### config.mk
export PLATFORM = sky130hd
export DESIGN_NAME = usf_suspend_frame
export DESIGN_NICKNAME = d
export VERILOG_FILES = /design/src/verilog/usf_pkg.sv /design/src/verilog/usf_suspend_frame.sv
export SDC_FILE = /design/constraint.sdc
export NUM_CORES = 1
export LEC_CHECK = 0
export BUFFER_PORTS_ARGS = -buffer_cell sky130_fd_sc_hd__buf_4
export CORE_AREA = 2 2 83 69
export DETAILED_ROUTE_END_ITERATION = 12
export DIE_AREA = 0 0 85 71
export GPL_TIMING_DRIVEN = 0
export PLACE_DENSITY = 0.78
export SLEW_MARGIN = 30
export SYNTH_ARGS = -nofsm -noshare
export SYNTH_HDL_FRONTEND = slang
export SYNTH_SLANG_ARGS = --single-unit
### constraint.sdc
create_clock -name pclk -period 2.3 [get_ports pclk]
set_input_delay 0.46 -clock pclk [delete_from_list [all_inputs] [get_ports pclk]]
set_output_delay 0.46 -clock pclk [all_outputs]
set_load 0.03 [all_outputs]
### src/verilog/usf_pkg.sv
package usf_pkg;
   // Register byte addresses on the APB side.
   localparam logic [7:0] USF_POWER_OFS = 8'h04;
   localparam logic [7:0] USF_FRAME_LOW_OFS = 8'h30;
   localparam logic [7:0] USF_IN_IRQ_OFS = 8'h00;
   localparam logic [7:0] USF_COMMON_IRQ_OFS = 8'h18;
   localparam logic [7:0] USF_IRQ_STATUS_OFS = 8'h40;
   localparam logic [7:0] USF_IRQ_MASK_OFS = 8'h44;
   // Indirect index of the frame byte as the USB core numbers it.
   localparam logic [7:0] USF_FRAME_LOW_IDX = 8'h0C;
   // Power register field positions.
   localparam int USF_SUSPEND_EN_BIT = 0;
   localparam int USF_SUSPENDED_BIT = 1;
   localparam int USF_RESUME_BIT = 2;
   localparam int USF_BUS_RESET_BIT = 3;
   localparam int USF_INHIBIT_BIT = 4;
   localparam logic [7:0] USF_POWER_RESET = 8'h10;
   // Common flag positions.
   localparam int USF_CM_SUSPEND_BIT = 0;
   localparam int USF_CM_RESUME_BIT = 1;
   localparam int USF_CM_RESET_BIT = 2;
   localparam int USF_CM_SOF_BIT = 3;
   localparam logic [3:0] USF_IN_IRQ_RESET = 4'h0;
   // Interrupt status bit positions.
   localparam int USF_EV_SUSPEND = 0;
   localparam int USF_EV_RESUME = 1;
   localparam int USF_EV_INFLAG = 2;
   localparam logic [2:0] USF_MASK_RESET = 3'h0;
endpackage

### src/verilog/usf_suspend_frame.sv
`timescale 1ns/1ps
// Summary of operation
// [RULE1] Suspended flag is set by hardware when the controller enters suspend.
// [RULE2] Suspended flag clears on resume written zero, or common read after resume.
// [RULE3] Resume control set while suspended drives resume signalling; software ends it.
// [RULE4] Suspend detect enable gates whether bus suspend signalling is acted on.
// [RULE5] Low byte of last received frame number is read-only.
// [RULE6] Pending flags are read-only; enables live in separate registers.
// [RULE7] Interrupt request is high while any pending flag is one.
// [RULE8] System interrupt enable outside this block gates the request to the CPU.
// [RULE9] Reading a flag register returns the flags and clears them all; the code clears only the flags captured in the read data at setup.
// [RULE10] IN flags: endpoint 3 bit 3, 2 bit 2, 1 bit 1, control bit 0.
// [RULE11] Bits 7 to 4 of the IN flag register read zero, writes ignored.
// [RULE12] IN flags clear on read and reset to all zeros.
// [RULE13] Inhibit bit is one after power-on or USB reset.
// [RULE14] Software writes of one to the inhibit bit are ignored.
module usf_suspend_frame
   import usf_pkg::*;
(
   input wire logic pclk,
   input wire logic presetn,
   input wire logic psel,
   input wire logic penable,
   input wire logic pwrite,
   input wire logic [7:0] paddr,
   input wire logic [31:0] pwdata,
   input wire logic [3:0] pstrb,
   output logic [31:0] prdata,
   output logic pready,
   output logic pslverr,
   input wire logic bus_suspend_seen,
   input wire logic bus_resume_seen,
   input wire logic bus_reset_seen,
   input wire logic sof_seen,
   input wire logic [10:0] frame_number,
   input wire logic [3:0] in_flag_set,
   output logic resume_drive,
   output logic usb_inhibit,
   output logic usb_irq
);
   typedef struct packed {
      logic [31:0] prdata;
      logic pready;
      logic pslverr;
      logic [2:0] sus_sync;
      logic [2:0] res_sync;
      logic [2:0] rst_sync;
      logic sus_level;
      logic res_level;
      logic rst_level;
      logic suspend_en;
      logic suspended;
      logic resume_force;
      logic inhibit;
      logic resume_pending;
      logic [7:0] frame_low;
      logic [3:0] in_flags;
      logic [3:0] cm_flags;
      logic [2:0] irq_status;
      logic [2:0] irq_mask;
      logic irq;
   } usf_state_s;

   usf_state_s st_r;
   usf_state_s st_nxt;
   logic setup_rd;
   logic wr_acc;
   logic rd_acc;
   logic sus_edge;
   logic res_edge;
   logic rst_edge;
   logic hit;

   always_comb begin
      st_nxt = st_r;
      setup_rd = psel && !penable && !pwrite;
      wr_acc = psel && penable && pwrite && st_r.pready;
      rd_acc = psel && penable && !pwrite && st_r.pready;
      hit = (paddr == USF_POWER_OFS) || (paddr == USF_FRAME_LOW_OFS) ||
            (paddr == USF_IN_IRQ_OFS) || (paddr == USF_COMMON_IRQ_OFS) ||
            (paddr == USF_IRQ_STATUS_OFS) || (paddr == USF_IRQ_MASK_OFS);
      // Pin inputs pass three flops; a change counts when the last two agree.
      st_nxt.sus_sync = {st_r.sus_sync[1:0], bus_suspend_seen};
      st_nxt.res_sync = {st_r.res_sync[1:0], bus_resume_seen};
      st_nxt.rst_sync = {st_r.rst_sync[1:0], bus_reset_seen};
      if (st_r.sus_sync[2] == st_r.sus_sync[1]) begin
         st_nxt.sus_level = st_r.sus_sync[2];
      end
      if (st_r.res_sync[2] == st_r.res_sync[1]) begin
         st_nxt.res_level = st_r.res_sync[2];
      end
      if (st_r.rst_sync[2] == st_r.rst_sync[1]) begin
         st_nxt.rst_level = st_r.rst_sync[2];
      end
      sus_edge = st_nxt.sus_level && !st_r.sus_level;
      res_edge = st_nxt.res_level && !st_r.res_level;
      rst_edge = st_nxt.rst_level && !st_r.rst_level;

      st_nxt.frame_low = frame_number[7:0]; // [RULE5]
      st_nxt.pready = psel && !penable;
      st_nxt.pslverr = psel && !penable && !hit;

      // Read data is fetched in the setup cycle, so read clears happen at the access edge.
      if (setup_rd) begin
         st_nxt.prdata = 32'h0000_0000;
         case (paddr)
            USF_POWER_OFS: begin
               st_nxt.prdata[USF_SUSPEND_EN_BIT] = st_r.suspend_en;
               st_nxt.prdata[USF_SUSPENDED_BIT] = st_r.suspended;
               st_nxt.prdata[USF_RESUME_BIT] = st_r.resume_force;
               st_nxt.prdata[USF_BUS_RESET_BIT] = st_r.rst_level;
               st_nxt.prdata[USF_INHIBIT_BIT] = st_r.inhibit;
            end
            USF_FRAME_LOW_OFS: st_nxt.prdata[7:0] = st_r.frame_low; // [RULE5]
            USF_IN_IRQ_OFS: st_nxt.prdata[3:0] = st_r.in_flags; // [RULE10] [RULE11]
            USF_COMMON_IRQ_OFS: st_nxt.prdata[3:0] = st_r.cm_flags;
            USF_IRQ_STATUS_OFS: st_nxt.prdata[2:0] = st_r.irq_status;
            USF_IRQ_MASK_OFS: st_nxt.prdata[2:0] = st_r.irq_mask;
            default: st_nxt.prdata = 32'h0000_0000;
         endcase
      end

      // Read clears the flags returned in the read data; a set in the same cycle still wins.
      // Only flags already captured in the read data are cleared, so a set in setup is kept.
      if (rd_acc && paddr == USF_IN_IRQ_OFS) begin
         st_nxt.in_flags = st_r.in_flags & ~st_r.prdata[3:0]; // [RULE9] [RULE12]
      end
      if (rd_acc && paddr == USF_COMMON_IRQ_OFS) begin
         st_nxt.cm_flags = st_r.cm_flags & ~st_r.prdata[3:0]; // [RULE9]
         if (st_r.resume_pending) begin
            st_nxt.suspended = 1'b0; // [RULE2]
            st_nxt.resume_pending = 1'b0;
         end
      end
      st_nxt.in_flags = st_nxt.in_flags | in_flag_set; // [RULE10]

      if (wr_acc && pstrb[0]) begin
         case (paddr)
            USF_POWER_OFS: begin
               st_nxt.suspend_en = pwdata[USF_SUSPEND_EN_BIT];
               if (pwdata[USF_RESUME_BIT] && st_r.suspended) begin
                  st_nxt.resume_force = 1'b1; // [RULE3]
               end
               if (!pwdata[USF_RESUME_BIT] && st_r.resume_force) begin
                  st_nxt.resume_force = 1'b0;
                  st_nxt.suspended = 1'b0; // [RULE2]
               end
               if (!pwdata[USF_INHIBIT_BIT]) begin
                  st_nxt.inhibit = 1'b0; // [RULE14]
               end
            end
            USF_IRQ_STATUS_OFS: st_nxt.irq_status = st_r.irq_status & ~pwdata[2:0];
            USF_IRQ_MASK_OFS: st_nxt.irq_mask = pwdata[2:0];
            default: st_nxt.irq_mask = st_r.irq_mask;
         endcase
      end

      if (sus_edge && st_r.suspend_en) begin // [RULE4]
         st_nxt.suspended = 1'b1; // [RULE1]
         st_nxt.cm_flags[USF_CM_SUSPEND_BIT] = 1'b1;
         st_nxt.irq_status[USF_EV_SUSPEND] = 1'b1;
      end
      if (res_edge && st_r.suspended) begin
         st_nxt.resume_pending = 1'b1;
         st_nxt.cm_flags[USF_CM_RESUME_BIT] = 1'b1;
         st_nxt.irq_status[USF_EV_RESUME] = 1'b1;
      end
      if (rst_edge) begin
         st_nxt.cm_flags[USF_CM_RESET_BIT] = 1'b1;
         st_nxt.inhibit = 1'b1; // [RULE13]
      end
      if (sof_seen) begin
         st_nxt.cm_flags[USF_CM_SOF_BIT] = 1'b1;
      end
      if (|st_nxt.in_flags) begin
         st_nxt.irq_status[USF_EV_INFLAG] = 1'b1;
      end

      // Request follows the pending flags; the mask sits apart from them.
      st_nxt.irq = |(st_nxt.irq_status & st_nxt.irq_mask) ||
                   |st_nxt.in_flags || |st_nxt.cm_flags; // [RULE6] [RULE7]
   end

   always_ff @(posedge pclk or negedge presetn) begin
      if (!presetn) begin
         st_r <= '0;
         st_r.inhibit <= 1'b1; // [RULE13]
      end else begin
         st_r <= st_nxt;
      end
   end

   assign prdata = st_r.prdata;
   assign pready = st_r.pready;
   assign pslverr = st_r.pslverr;
   assign resume_drive = st_r.resume_force; // [RULE3]
   assign usb_inhibit = st_r.inhibit;
   assign usb_irq = st_r.irq;
endmodule

==> Word level (Yosys, flattened, before mapping) <==
Index checks and enable logic that the tools add are counted.
{ "word_totals": {"register_bits": 50, "rom_bits": 0, "latchBits": 0, "memories": 0, "inputBits": 68, "mem_bits_rw": 0, "wordCells": 109, "output_inout_bits": 37} }
{ "op_classes": {"bitwise_logic": 7, "n_shift": 0, "order_cmp": 0, "div": 0, "n_eq_ne": 9, "addsub": 0, "n_mux": 30, "n_mul": 0, "reduce_logical": 43} }
{ "op_table": {"columns": ["op", "n"], "rows": [
  ["1-bit logical AND", 18],
  ["1-bit 2-to-1 mux", 18],
  ["3-bit one-hot mux with 6 select lines", 1],
  ["8-bit by 7-bit == test with 1-bit output (second input constant)", 2],
  ["3-bit 2-to-1 mux", 5],
  ["4-bit bitwise AND", 2],
  ["8-bit by 3-bit == test with 1-bit output (second input constant)", 1],
  ["8-bit by 5-bit == test with 1-bit output (second input constant)", 1],
  ["8-bit by 6-bit == test with 1-bit output (second input constant)", 1],
  ["8-bit logical NOT", 1],
  ["4-bit 2-to-1 mux", 2],
  ["2-bit nonzero test", 4],
  ["4-bit OR reduction", 2],
  ["1-bit logical NOT", 7],
  ["1-bit logical OR", 7],
  ["3-bit bitwise AND", 2],
  ["6-bit 2-to-1 mux", 1],
  ["3-bit AND reduction", 2],
  ["4-bit inverter", 1],
  ["4-bit OR", 1],
  ["1-bit one-hot mux with 4 select lines", 1],
  ["1-bit == test", 3],
  ["3-bit inverter", 1],
  ["3-bit OR reduction", 1],
  ["4 further kinds", 4]
]} }

==> Depth between registers and ports, before layout <==
Gate-level depths: netlist of run 1.
{ "logic_depth": {"word_depth": 12, "depth_mapped": 6} }

==> Least setup slack after synthesis of run 1 <==
OpenSTA, ideal clock, no wires.
{ "synth_timing": {"path_kind": "in2reg", "from": "input paddr[3]", "to": "register st_r (netlist bit usb_irq)", "path_buffers": 0, "path_stages": 5, "setup_ps": 139, "arrival_ps": 2161, "slack_ps": 0, "path_cell_list": "nor3_1 and4_1 mux2_2 and2_1 or4_1"} }
{ "synth_rtl": {"columns": ["item", "line", "rtl"], "rows": [
  ["from (decl)", "usf_suspend_frame.sv:25", "input wire logic [7:0] paddr,"],
  ["to (signal assigned)", "usf_suspend_frame.sv:189", "st_r <= st_nxt;"],
  ["to (decl)", "usf_suspend_frame.sv:64", "usf_state_s st_r;"]
]} }

==> summary.md, run 1 <==
| Metric | Value |
|---|---|
| Largest net degree at the start of global routing | 51 |
| Initial antenna violation count | 0 |
| Area leader, netlist | dfrtp_1 |
| Core area | 5255 sq um |
| DRT Wirelength | 5086 um |
| Hold Buf Count CTS | 0 |
| CTS Buf Count | 5 |
| CTS root buf | clkbuf_8 |
| Die area | 6035 sq um |
| First-iteration detailed-routing DRC count | 137 |
| Final Cycle Share | 95.56% |
| Synthesized area | 2384 sq um |
| Share of cells above drive strength 1 | 35.37% |
| Fraction of registers with async set/reset | 100.0% |
| Most area-consuming cells after synthesis | dfrtp_1 (51%), buf_4 (10%), nand2_1 (3.3%), nor2_1 (2.0%), a41oi_1 (1.8%) |
| GRT overflow | 0 |
| Least-Margin Pin Slew | 0.6184 ns |
| Crit end category | register |
| Critical path buffers and inverters | 1 |
| Final Power | 1.754 mW |
| Clock skew | 0.009426 ns |
| Met1 Use GR | 24.25% |
| Area grow syn2layout | 26.88% |
| Leakage | 1.473 nW |
| RSZ-0062 raised after global routing | no |
| Vias | 1777 |
| Worst-path clk slew | 0.09 ns |
| Syn Area/Cell | 11.03 sq um |
| Final setup vio count | 0 |
| Worst skew pair latency | 0.31 ns |
| Post-route minimum period | 2.198 ns |
| CP delay by family, top | simple AND/OR/NAND/NOR gates |
| Row cnt | 24 |
| WS Path Type | in -> reg |
| Final ANT Viol Nets | 0 |
| Max cap viols | 0 |
| First-pass GRT wire length | 8024 um |
| Hold slack final | 0.1638 ns |
| Req. time, crit path | 2.48 ns |
| Max Clk Rate | 0.4550 GHz |
| CP peak stage delay | 0.52 ns |
| Synth Flop Type | dfrtp_1 |
| PD cells | 580.1 nW/um^2 |
| ANT cells | 0 |
| GR Util met2 | 26.91% |
| TritonCTS Sinks | 50 |
| Number of remaining DRC errors | 0 |
| Vias in the first global route | 1637 |
| Die Y | 71 um |
| CP cell instances | buf_4 > nor4b_4 > and4_1 > mux2_2 > and2_1 > or4_1 |
| Max-slew violations | 0 |
| Seq cells post-synth | 50 |
| IO Port Bufs | 46 |
| Seq/Total Area, Yosys | 52.55% |
| Outcome | finished, final reports clean |
| GPL Wtd Cong | 0.8781 |
| Cells after Synth | 216 |
| Crit path max fanout | 6 |
| Synth warnings | 0 |
| Num ports | 105 |
| Peak supply drop | 0.4518 mV |
| H-tree depth | 2 |
| Die Width | 85 um |
| Synth top area share | 51.44% |
| Max clock buf depth | 2 |
| Nets@finish | 361 |
| Synth cell types | 50 |
| Final hold vios | 0 |
| CP Data Arrival Time | 2.38 ns |
| GR peak layer | met2 |
| Global routing usage on met3 | 3.967% |
| Critical Path Start Type | input port |
| Hold Path Class | in -> async |
| DR vias/cell | 4.950 |
| Slowest cell on the critical path | or4_1 |
| Dpl hpwl | 3782 um |
| Initial DRT Pass Iterations | 4 |
| Finished Core Util | 57.55% |
| Post-synth EDFFs | 0 |
| Rel. slew slack | 58.77% |
| Initial Utilization | 45.36% |
| Wire length per cell | 14.17 um |
| CTS tree | yes |
| Gr usage total | 17.11% |
[layout make-up]
| class | instances | area (sq um) |
|---|---|---|
| flip-flops and latches | 50 | 1252 |
| fillers | 457 | 2231 |
| clock inverters | 1 | 8.758 |
| well taps | 65 | 81.33 |
| clock buffers | 7 | 96.34 |
| multi-input cells | 144 | 934.6 |
| repair buffers | 48 | 360.3 |
| inverters | 6 | 22.52 |
| plain buffers | 38 | 267.8 |
[cell usage after synthesis (2+ instances only)]
library cell and count:
clkbuf_1 4, nor2b_1 7, maj3_1 2, mux2_2 3, nor2_1 13, and3_1 3, nand2_1 21, nand3_1 7
a41oi_1 5, nor4_4 2, and4b_1 4, a32oi_1 3, nand4b_1 2, nor3_1 5, a31oi_1 2, and2_1 3
o21ai_0 7, mux2i_1 3, a21oi_1 2, a221oi_1 3, inv_1 6, dfrtp_1 49, buf_4 33
[repair_timing]
action,in CTS,in global routing
hold endpoints to repair,0,0
resized for setup,1,1
setup endpoints to repair,1,1
pin swaps,0,1
setup buffers,0,2
[worst paths after layout]
check | start | endpoint | slack [ns] | cells past startpoint
worst min-delay path | presetn | st_nxt[33] | 0.16 | 1
max in group asynchronous | presetn | st_r[20] | 1.71 | 1
worst max-delay path | paddr[5] | usb_irq | 0.10 | 6
worst min register to register | st_nxt[38] | st_nxt[39] | 0.36 | 0
worst max register to register | pready | usb_irq | 0.13 | 5
min in group pclk | bus_resume_seen | st_nxt[35] | 0.25 | 1
[routing by layer]
metal | part of all wire [%] | up-vias
li1 | - | 866
met1 | 45 | 832
met2 | 46 | 73
met3 | 7.2 | 6
met4 | 1.0 | 0
met5 | 0 | -
[power breakdown]
group	internal, mW	switching (mW)
Combinational	0.110	0.146
Clock	0.276	0.293
Sequential	0.909	0.0210
Total	1.29	0.460
[flip-flops by register name (all words and copies together) (netlist names)]
name	count
prdata	8
pready	1
usb_inhibit	1
st_r	31
pslverr	1
st_nxt	6
usb_irq	1
resume_drive	1
[worst reg2reg max path, cell delays in order, from the launching register on]
cell and delay, ns:
dfrtp_1 0.37, and4b_1 0.48, a41oi_1 0.28, nor4_2 0.36, o2111ai_1 0.15, or4_1 0.41
[cells in the final DEF (no fill, tap or decap), types with 4 or more instances in the layout]
master	count
a41oi_1	5
and4b_1	4
buf_4	81
clkbuf_8	7
conb_1	24
dfrtp_1	49
inv_1	6
nand2_1	21
nand3_1	7
nor2_1	13
nor2b_1	7
nor3_1	4
o21ai_0	7
[through the flow]
| stage | cell area (sq um) | std cells | setup TNS (ns) | worst slack [ns] |
|---|---|---|---|---|
| final | 3024 | 359 | 0 | 0.1021 |
| after global routing | 3024 | 359 | 0 | 0.03085 |
| after CTS | 3007 | 358 | 0 | 0.01296 |
| after detailed placement | 2897 | 350 | -0.5356 | -0.5356 |
| after global placement | 2897 | 350 | -0.5266 | -0.5266 |
| after floorplan | 2470 | 239 | 0 | 0.0001359 |
[cell families after synthesis]
logic type	synth area share [%]
simple gates	20.05
flops	52.55
buf+inv	12.34
compound gates	9.975
mux	4.094
fa+ha+maj	0.8399
other cells	0.1573
Power figures use the tool's default switching activity.
==> inputs of run 2 (changes only) <==
- GPL_TIMING_DRIVEN: 0 -> 1
==> run 2 against run 1 <==
- sequential share of layout area increased by 2.6 points
- utilization is 3.4 points lower
- non-clock buffer count decreased by 26
- routed wire length shrank 4.1%
- combinational power is 14% lower
- register-to-register slack better by 0.13 ns
- die area stayed put
- critical path depth unchanged
- worst setup slack better by 0.11 ns
- clock skew rose by 0.0025 ns
- maximum frequency is 5.4% higher
- critical path type unchanged
- critical endpoint unchanged
- largest power group unchanged
- highest routed layer unchanged
==> summary.md, run 2 (synthesized netlist as in run 1, its figures left out) <==
| Metric | Value |
|---|---|
| Post_cts resized | 0 (was 1) |
| Largest Register | st_r (unchanged) |
| Finished Core Util | 54.17% (was 57.55%) |
| GPL Wtd Cong | 0.9053 (was 0.8781) |
| Die area | 6035 sq um (unchanged) |
| Initial DRT Pass Iterations | 4 (unchanged) |
| Row cnt | 24 (unchanged) |
| Max reg flops | 31 (unchanged) |
| Commonest non-fill, non-tap cell in the layout | buf_4 (unchanged) |
| First-pass GRT wire length | 7831 um (was 8024 um) |
| CP peak stage delay | 0.53 ns (was 0.52 ns) |
| R2R cell count | 5 (unchanged) |
| Critical path buffers and inverters | 1 (unchanged) |
| Pre-CTS setup slack | -0.1203 ns (was -0.5356 ns) |
| Die Y | 71 um (unchanged) |
| WS Path Type | in -> reg (unchanged) |
| RSZ-0062 raised after global routing | no (unchanged) |
| Initial antenna violation count | 0 (unchanged) |
| Peak supply drop | 0.3630 mV (was 0.4518 mV) |
| Hold Buf Count CTS | 0 (unchanged) |
| CTS root buf | clkbuf_8 (unchanged) |
| TritonCTS Sinks | 50 (unchanged) |
| Worst skew pair latency | 0.32 ns (was 0.31 ns) |
| Reg power frac | 52.0% (was 53.0%) |
| Max clock buf depth | 2 (unchanged) |
| DRT Wirelength | 4877 um (was 5086 um) |
| Power share of the clock group | 35.8% (was 32.4%) |
| Leakage | 1.348 nW (was 1.473 nW) |
| DR vias/cell | 5.144 (was 4.950) |
| Final Power | 1.788 mW (was 1.754 mW) |
| Req. time, crit path | 2.48 ns (about the same) |
| CTS tree | yes (unchanged) |
| Worst Slack Setup Final | 0.2138 ns (was 0.1021 ns) |
| Internal cell power | 1.320 mW (was 1.294 mW) |
| Comb pwr share | 12.3% (was 14.6%) |
| CP delay by family, top | simple AND/OR/NAND/NOR gates (unchanged) |
| Wire length per cell | 14.65 um (was 14.17 um) |
| GRT overflow | 0 (unchanged) |
| Total negative slack | 0 ns (unchanged) |
| Final Cycle Share | 90.70% (was 95.56%) |
| H-tree depth | 2 (unchanged) |
| Vias in the first global route | 1633 (was 1637) |
| Number of remaining DRC errors | 0 (unchanged) |
| Die Width | 85 um (unchanged) |
| Clock skew | 0.01192 ns (was 0.009426 ns) |
| Area grow syn2layout | 19.42% (was 26.88%) |
| Post-CTS setup buffer count | 0 (unchanged) |
| Final Non-Filler Cells | 333 (was 359) |
| Crit end category | register (unchanged) |
| Largest net degree at the start of global routing | 51 (unchanged) |
| IO Port Bufs | 46 (unchanged) |
| Max cap viols | 0 (unchanged) |
| Least-Margin Pin Slew | 0.6128 ns (was 0.6184 ns) |
| P_sw | 0.4680 mW (was 0.4600 mW) |
| Final hold vios | 0 (unchanged) |
| Hold Path Class | in -> async (unchanged) |
| Dpl cells | 325 (was 350) |
| Num ports | 105 (unchanged) |
| Max Clk Rate | 0.4793 GHz (was 0.4550 GHz) |
| PD cells | 628.0 nW/um^2 (was 580.1 nW/um^2) |
| Crit path max fanout | 4 (was 6) |
| CP cell instances | buf_4 > nor4b_4 > and4_1 > mux2_2 > and2_1 > or4_1 (unchanged) |
| Critical Path Stages | 6 (unchanged) |
| Dpl hpwl | 3736 um (was 3782 um) |
| Outcome | finished, final reports clean (unchanged) |
| ANT cells | 0 (unchanged) |
| First-iteration detailed-routing DRC count | 72 (was 137) |
| CP Data Arrival Time | 2.27 ns (was 2.38 ns) |
| Max-slew violations | 0 (unchanged) |
| Vias | 1713 (was 1777) |
| Post-route minimum period | 2.086 ns (was 2.198 ns) |
| Rel. slew slack | 59.14% (was 58.77%) |
| Core area | 5255 sq um (unchanged) |
| Final ANT Viol Nets | 0 (unchanged) |
| Critical Path Start Type | input port (unchanged) |
| Final setup vio count | 0 (unchanged) |
| Slowest cell on the critical path | or4_1 (unchanged) |
| Gr usage total | 16.72% (was 17.11%) |
| Most frequent cells in the layout | buf_4 (60), dfrtp_1 (49), conb_1 (24) (was buf_4 (81), dfrtp_1 (49), conb_1 (24)) |
| Sw Ratio | 26.18% (was 26.22%) |
| CTS Buf Count | 5 (unchanged) |
| Worst-path clk slew | 0.10 ns (was 0.09 ns) |
| Share of cells above drive strength 1 | 30.22% (was 35.37%) |
| Initial Utilization | 45.36% (unchanged) |
| Nets@finish | 335 (was 361) |
## run 2: cell types whose count changed in the layout (fill, tap and decap cells not counted)
cell       delta
buf_2         -1
buf_1         -1
nor3_1        +1
inv_6         +1
buf_4        -21
clkbuf_8      -2
clkbuf_1      -3
nor3_4        -1
bufinv_16     +1
## run 2: worst paths after layout
check | start | to | slack [ns]
max | paddr[5] | usb_irq | 0.21
min | presetn | st_nxt[32] | 0.14
max reg2reg | pready | usb_irq | 0.26
min reg2reg | st_nxt[38] | st_nxt[39] | 0.36
max in group asynchronous | presetn | st_r[20] | 1.73
min in group pclk | frame_number[2] | st_r[17] | 0.24
## run 2: routing by layer
layer / up-vias / share of wire, % / GRT usage (%)
met5: - / 0 / 0
met4: 0 / 1.6 / 5.291
met3: 6 / 7.9 / 4.084
met2: 62 / 46 / 25.26
met1: 834 / 44 / 23.95
li1: 811 / - / -
## run 2: area by class of cell
cell class / instances / area, sq um
sequential: 50 / 1252
clock inverter: 3 / 47.55
inverter: 6 / 22.52
tap: 65 / 81.33
clock buffer: 5 / 68.82
multi-input combinational: 144 / 923.4
fill: 472 / 2409
timing repair buffer: 60 / 450.4
## run 2: metrics by stage
stage	hold WS, ns	area [sq um]
2_1_floorplan	0.1644	2470
3_3_place_gp	0.3331	2730
3_5_place_dp	0.3378	2730
4_1_cts	0.1687	2846
5_1_grt	0.1945	2846
6_report	0.1353	2846
## run 2: power groups by stage
stage | combinational (mW) | sequential, mW | clock [mW]
after floorplan | 0.150 | 0.943 | 0
after global placement | 0.218 | 0.945 | 0
after detailed placement | 0.221 | 0.946 | 0
after CTS | 0.221 | 0.929 | 0.655
after global routing | 0.236 | 0.934 | 0.686
final | 0.219 | 0.929 | 0.639
==> inputs of run 3 (changes only) <==
- CORE_AREA: 2 2 83 69 -> 4 4 105 87
- DIE_AREA: 0 0 85 71 -> 0 0 109 91
- PLACE_DENSITY: 0.78 -> not set
==> run 3 against run 2 <==
- first-iteration DRC count increased by 69%
- clock power rose by 0.9%
- clock-buffer cell count rose by 2
- worst setup slack got worse by 0.056 ns
- flip-flop and latch count stayed put
- utilization shrank 17 points
- combinational power up 3%
- via count rose by 1.5%
- final area grew 2.9%
- hold slack improved by 0.021 ns
- routed wire length rose by 15%
- sequential power is essentially flat
- critical path type unchanged
==> summary.md, run 3 (synthesized netlist as in run 1, its figures left out) <==
| Metric | Value |
|---|---|
| CTS Buf Count | 5 (unchanged) |
| Largest Register | st_r (unchanged) |
| Share of cells above drive strength 1 | 30.88% (was 30.22%) |
| Worst skew pair latency | 0.30 ns (was 0.32 ns) |
| Fillers | 797 (was 472) |
| Final setup vio count | 0 (unchanged) |
| Worst Slack Setup Final | 0.1576 ns (was 0.2138 ns) |
| Post-CTS setup buffer count | 0 (unchanged) |
| Post_cts resized | 0 (unchanged) |
| Initial DRT Pass Iterations | 4 (unchanged) |
| Final ANT Viol Nets | 0 (unchanged) |
| Die Y | 91 um (was 71 um) |
| Hold Path Class | in -> async (unchanged) |
| Crit path max fanout | 6 (was 4) |
| Worst-path clk slew | 0.09 ns (was 0.10 ns) |
| Register area | 1252 sq um (unchanged) |
| IO Port Bufs | 46 (unchanged) |
| Rel. slew slack | 57.31% (was 59.14%) |
| H-tree depth | 2 (unchanged) |
| Core area | 7946 sq um (was 5255 sq um) |
| FF-to-FF End | usb_irq (unchanged) |
| Reg2Reg Launch Point | pready (unchanged) |
| Wire length per cell | 14.77 um (was 14.65 um) |
| Crit end category | register (unchanged) |
| Max clock buf depth | 2 (unchanged) |
| Number of remaining DRC errors | 0 (unchanged) |
| Nets@finish | 339 (was 335) |
| Dpl hpwl | 4378 um (was 3736 um) |
| PD cells | 613.7 nW/um^2 (was 628.0 nW/um^2) |
| R2R cell count | 5 (unchanged) |
| Final Non-Filler Cells | 380 (was 333) |
| Max cap viols | 0 (unchanged) |
| CP Data Arrival Time | 2.32 ns (was 2.27 ns) |
| Critical Path Start Type | input port (unchanged) |
| First-pass GRT wire length | 8935 um (was 7831 um) |
| DRT Wirelength | 5611 um (was 4877 um) |
| Dpl cells | 372 (was 325) |
| GRT overflow | 0 (unchanged) |
| First-iteration detailed-routing DRC count | 122 (was 72) |
| Die area | 9919 sq um (was 6035 sq um) |
| Outcome | finished, final reports clean (unchanged) |
| Gr usage total | 11.60% (was 16.72%) |
| Most frequent cells in the layout | buf_4 (64), dfrtp_1 (49), conb_1 (24) (was buf_4 (60), dfrtp_1 (49), conb_1 (24)) |
| Clock skew | 0.005404 ns (was 0.01192 ns) |
| Die Width | 109 um (was 85 um) |
| GPL Wtd Cong | 0.8469 (was 0.9053) |
| Commonest non-fill, non-tap cell in the layout | buf_4 (unchanged) |
| Worst R2R Setup Slack | 0.22 ns (was 0.26 ns) |
| Initial Utilization | 30.00% (was 45.36%) |
| TritonCTS Sinks | 50 (unchanged) |
| RSZ-0062 raised after global routing | no (unchanged) |
| Initial antenna violation count | 0 (unchanged) |
| Final hold vios | 0 (unchanged) |
| Req. time, crit path | 2.48 ns (about the same) |
| Multi-input gate area | 923.4 sq um (unchanged) |
| Final Cycle Share | 93.15% (was 90.70%) |
| DR vias/cell | 4.576 (was 5.144) |
| Hold Buf Count CTS | 0 (unchanged) |
| CTS tree | yes (unchanged) |
| CTS root buf | clkbuf_8 (unchanged) |
| Least-Margin Pin Slew | 0.6403 ns (was 0.6128 ns) |
| ANT cells | 0 (unchanged) |
| Largest net degree at the start of global routing | 51 (unchanged) |
| Leakage | 1.366 nW (was 1.348 nW) |
| Vias | 1739 (was 1713) |
| Post-route minimum period | 2.142 ns (was 2.086 ns) |
| Row cnt | 29 (was 24) |
| Max reg flops | 31 (unchanged) |
| Max-slew violations | 0 (unchanged) |
| WS Path Type | in -> reg (unchanged) |
| Pre-CTS setup slack | -0.1569 ns (was -0.1203 ns) |
| Vias in the first global route | 1790 (was 1633) |
| Max Clk Rate | 0.4668 GHz (was 0.4793 GHz) |
| Peak supply drop | 0.2733 mV (was 0.3630 mV) |
| Final Power | 1.798 mW (was 1.788 mW) |
| Num ports | 105 (unchanged) |
| Area grow syn2layout | 22.94% (was 19.42%) |
==> run 3: changes by cell type in the layout (fill, tap and decap cells not counted), sizes merged <==
cell	change
buf	+4
clkbuf	+2
clkinv	-1
inv	-1
==> run 3: routing by layer <==
metal | share of wire, % | routed length [um] | up-vias | global-route usage, %
met5 | 0 | 0 | - | 0
met4 | 1.3 | 71 | 0 | 3.470
met3 | 8.1 | 454 | 10 | 3.688
met2 | 44 | 2496 | 59 | 16.97
met1 | 46 | 2589 | 847 | 16.39
li1 | - | - | 823 | -
==> run 3: worst max-delay path by stage <==
stage / slack (ns) / end / depth (start not counted) / from
after CTS: 0.17 / usb_irq / 6 / paddr[5]
after global placement: -0.16 / usb_irq / 6 / paddr[5]
final: 0.16 / usb_irq / 6 / paddr[5]
after global routing: 0.10 / usb_irq / 6 / paddr[5]
after detailed placement: -0.16 / usb_irq / 6 / paddr[5]
after floorplan: 0.0001 / usb_irq / 5 / paddr[3]
==> run 3: cell type report <==
cell class / instances / area share (%)
sequential: 50 / 42.74
multi-input combinational: 144 / 31.51
timing repair buffer: 64 / 16.40
tap: 108 / 4.611
clock buffer: 7 / 2.946
clock inverter: 1 / 1.025
inverter: 6 / 0.7686
==> run 3: power by group <==
| group | internal, mW | switching (mW) | leakage (nW) |
|---|---|---|---|
| Clock | 0.355 | 0.291 | 0.0585 |
| Sequential | 0.909 | 0.0192 | 0.590 |
| Combinational | 0.0830 | 0.142 | 0.718 |
| Total | 1.35 | 0.452 | 1.37 |
==> run 3: critical path: stages <==
cell and delay [ns]:
buf_4 0.14, nor4b_4 0.33, and4_1 0.35, mux2_2 0.37
and2_1 0.15, or4_1 0.52
==> run 3: through the flow <==
stage          TNS, ns  instance area [sq um]  utilization (%)  hold slack (ns)
6_report             0                   2930            36.88           0.1567
5_1_grt              0                   2930            36.88           0.2227
4_1_cts              0                   2930            36.88           0.1948
3_5_place_dp   -0.1569                   2814            35.41           0.3355
3_3_place_gp   -0.1647                   2814            35.41           0.3347
2_1_floorplan        0                   2470                -           0.1644
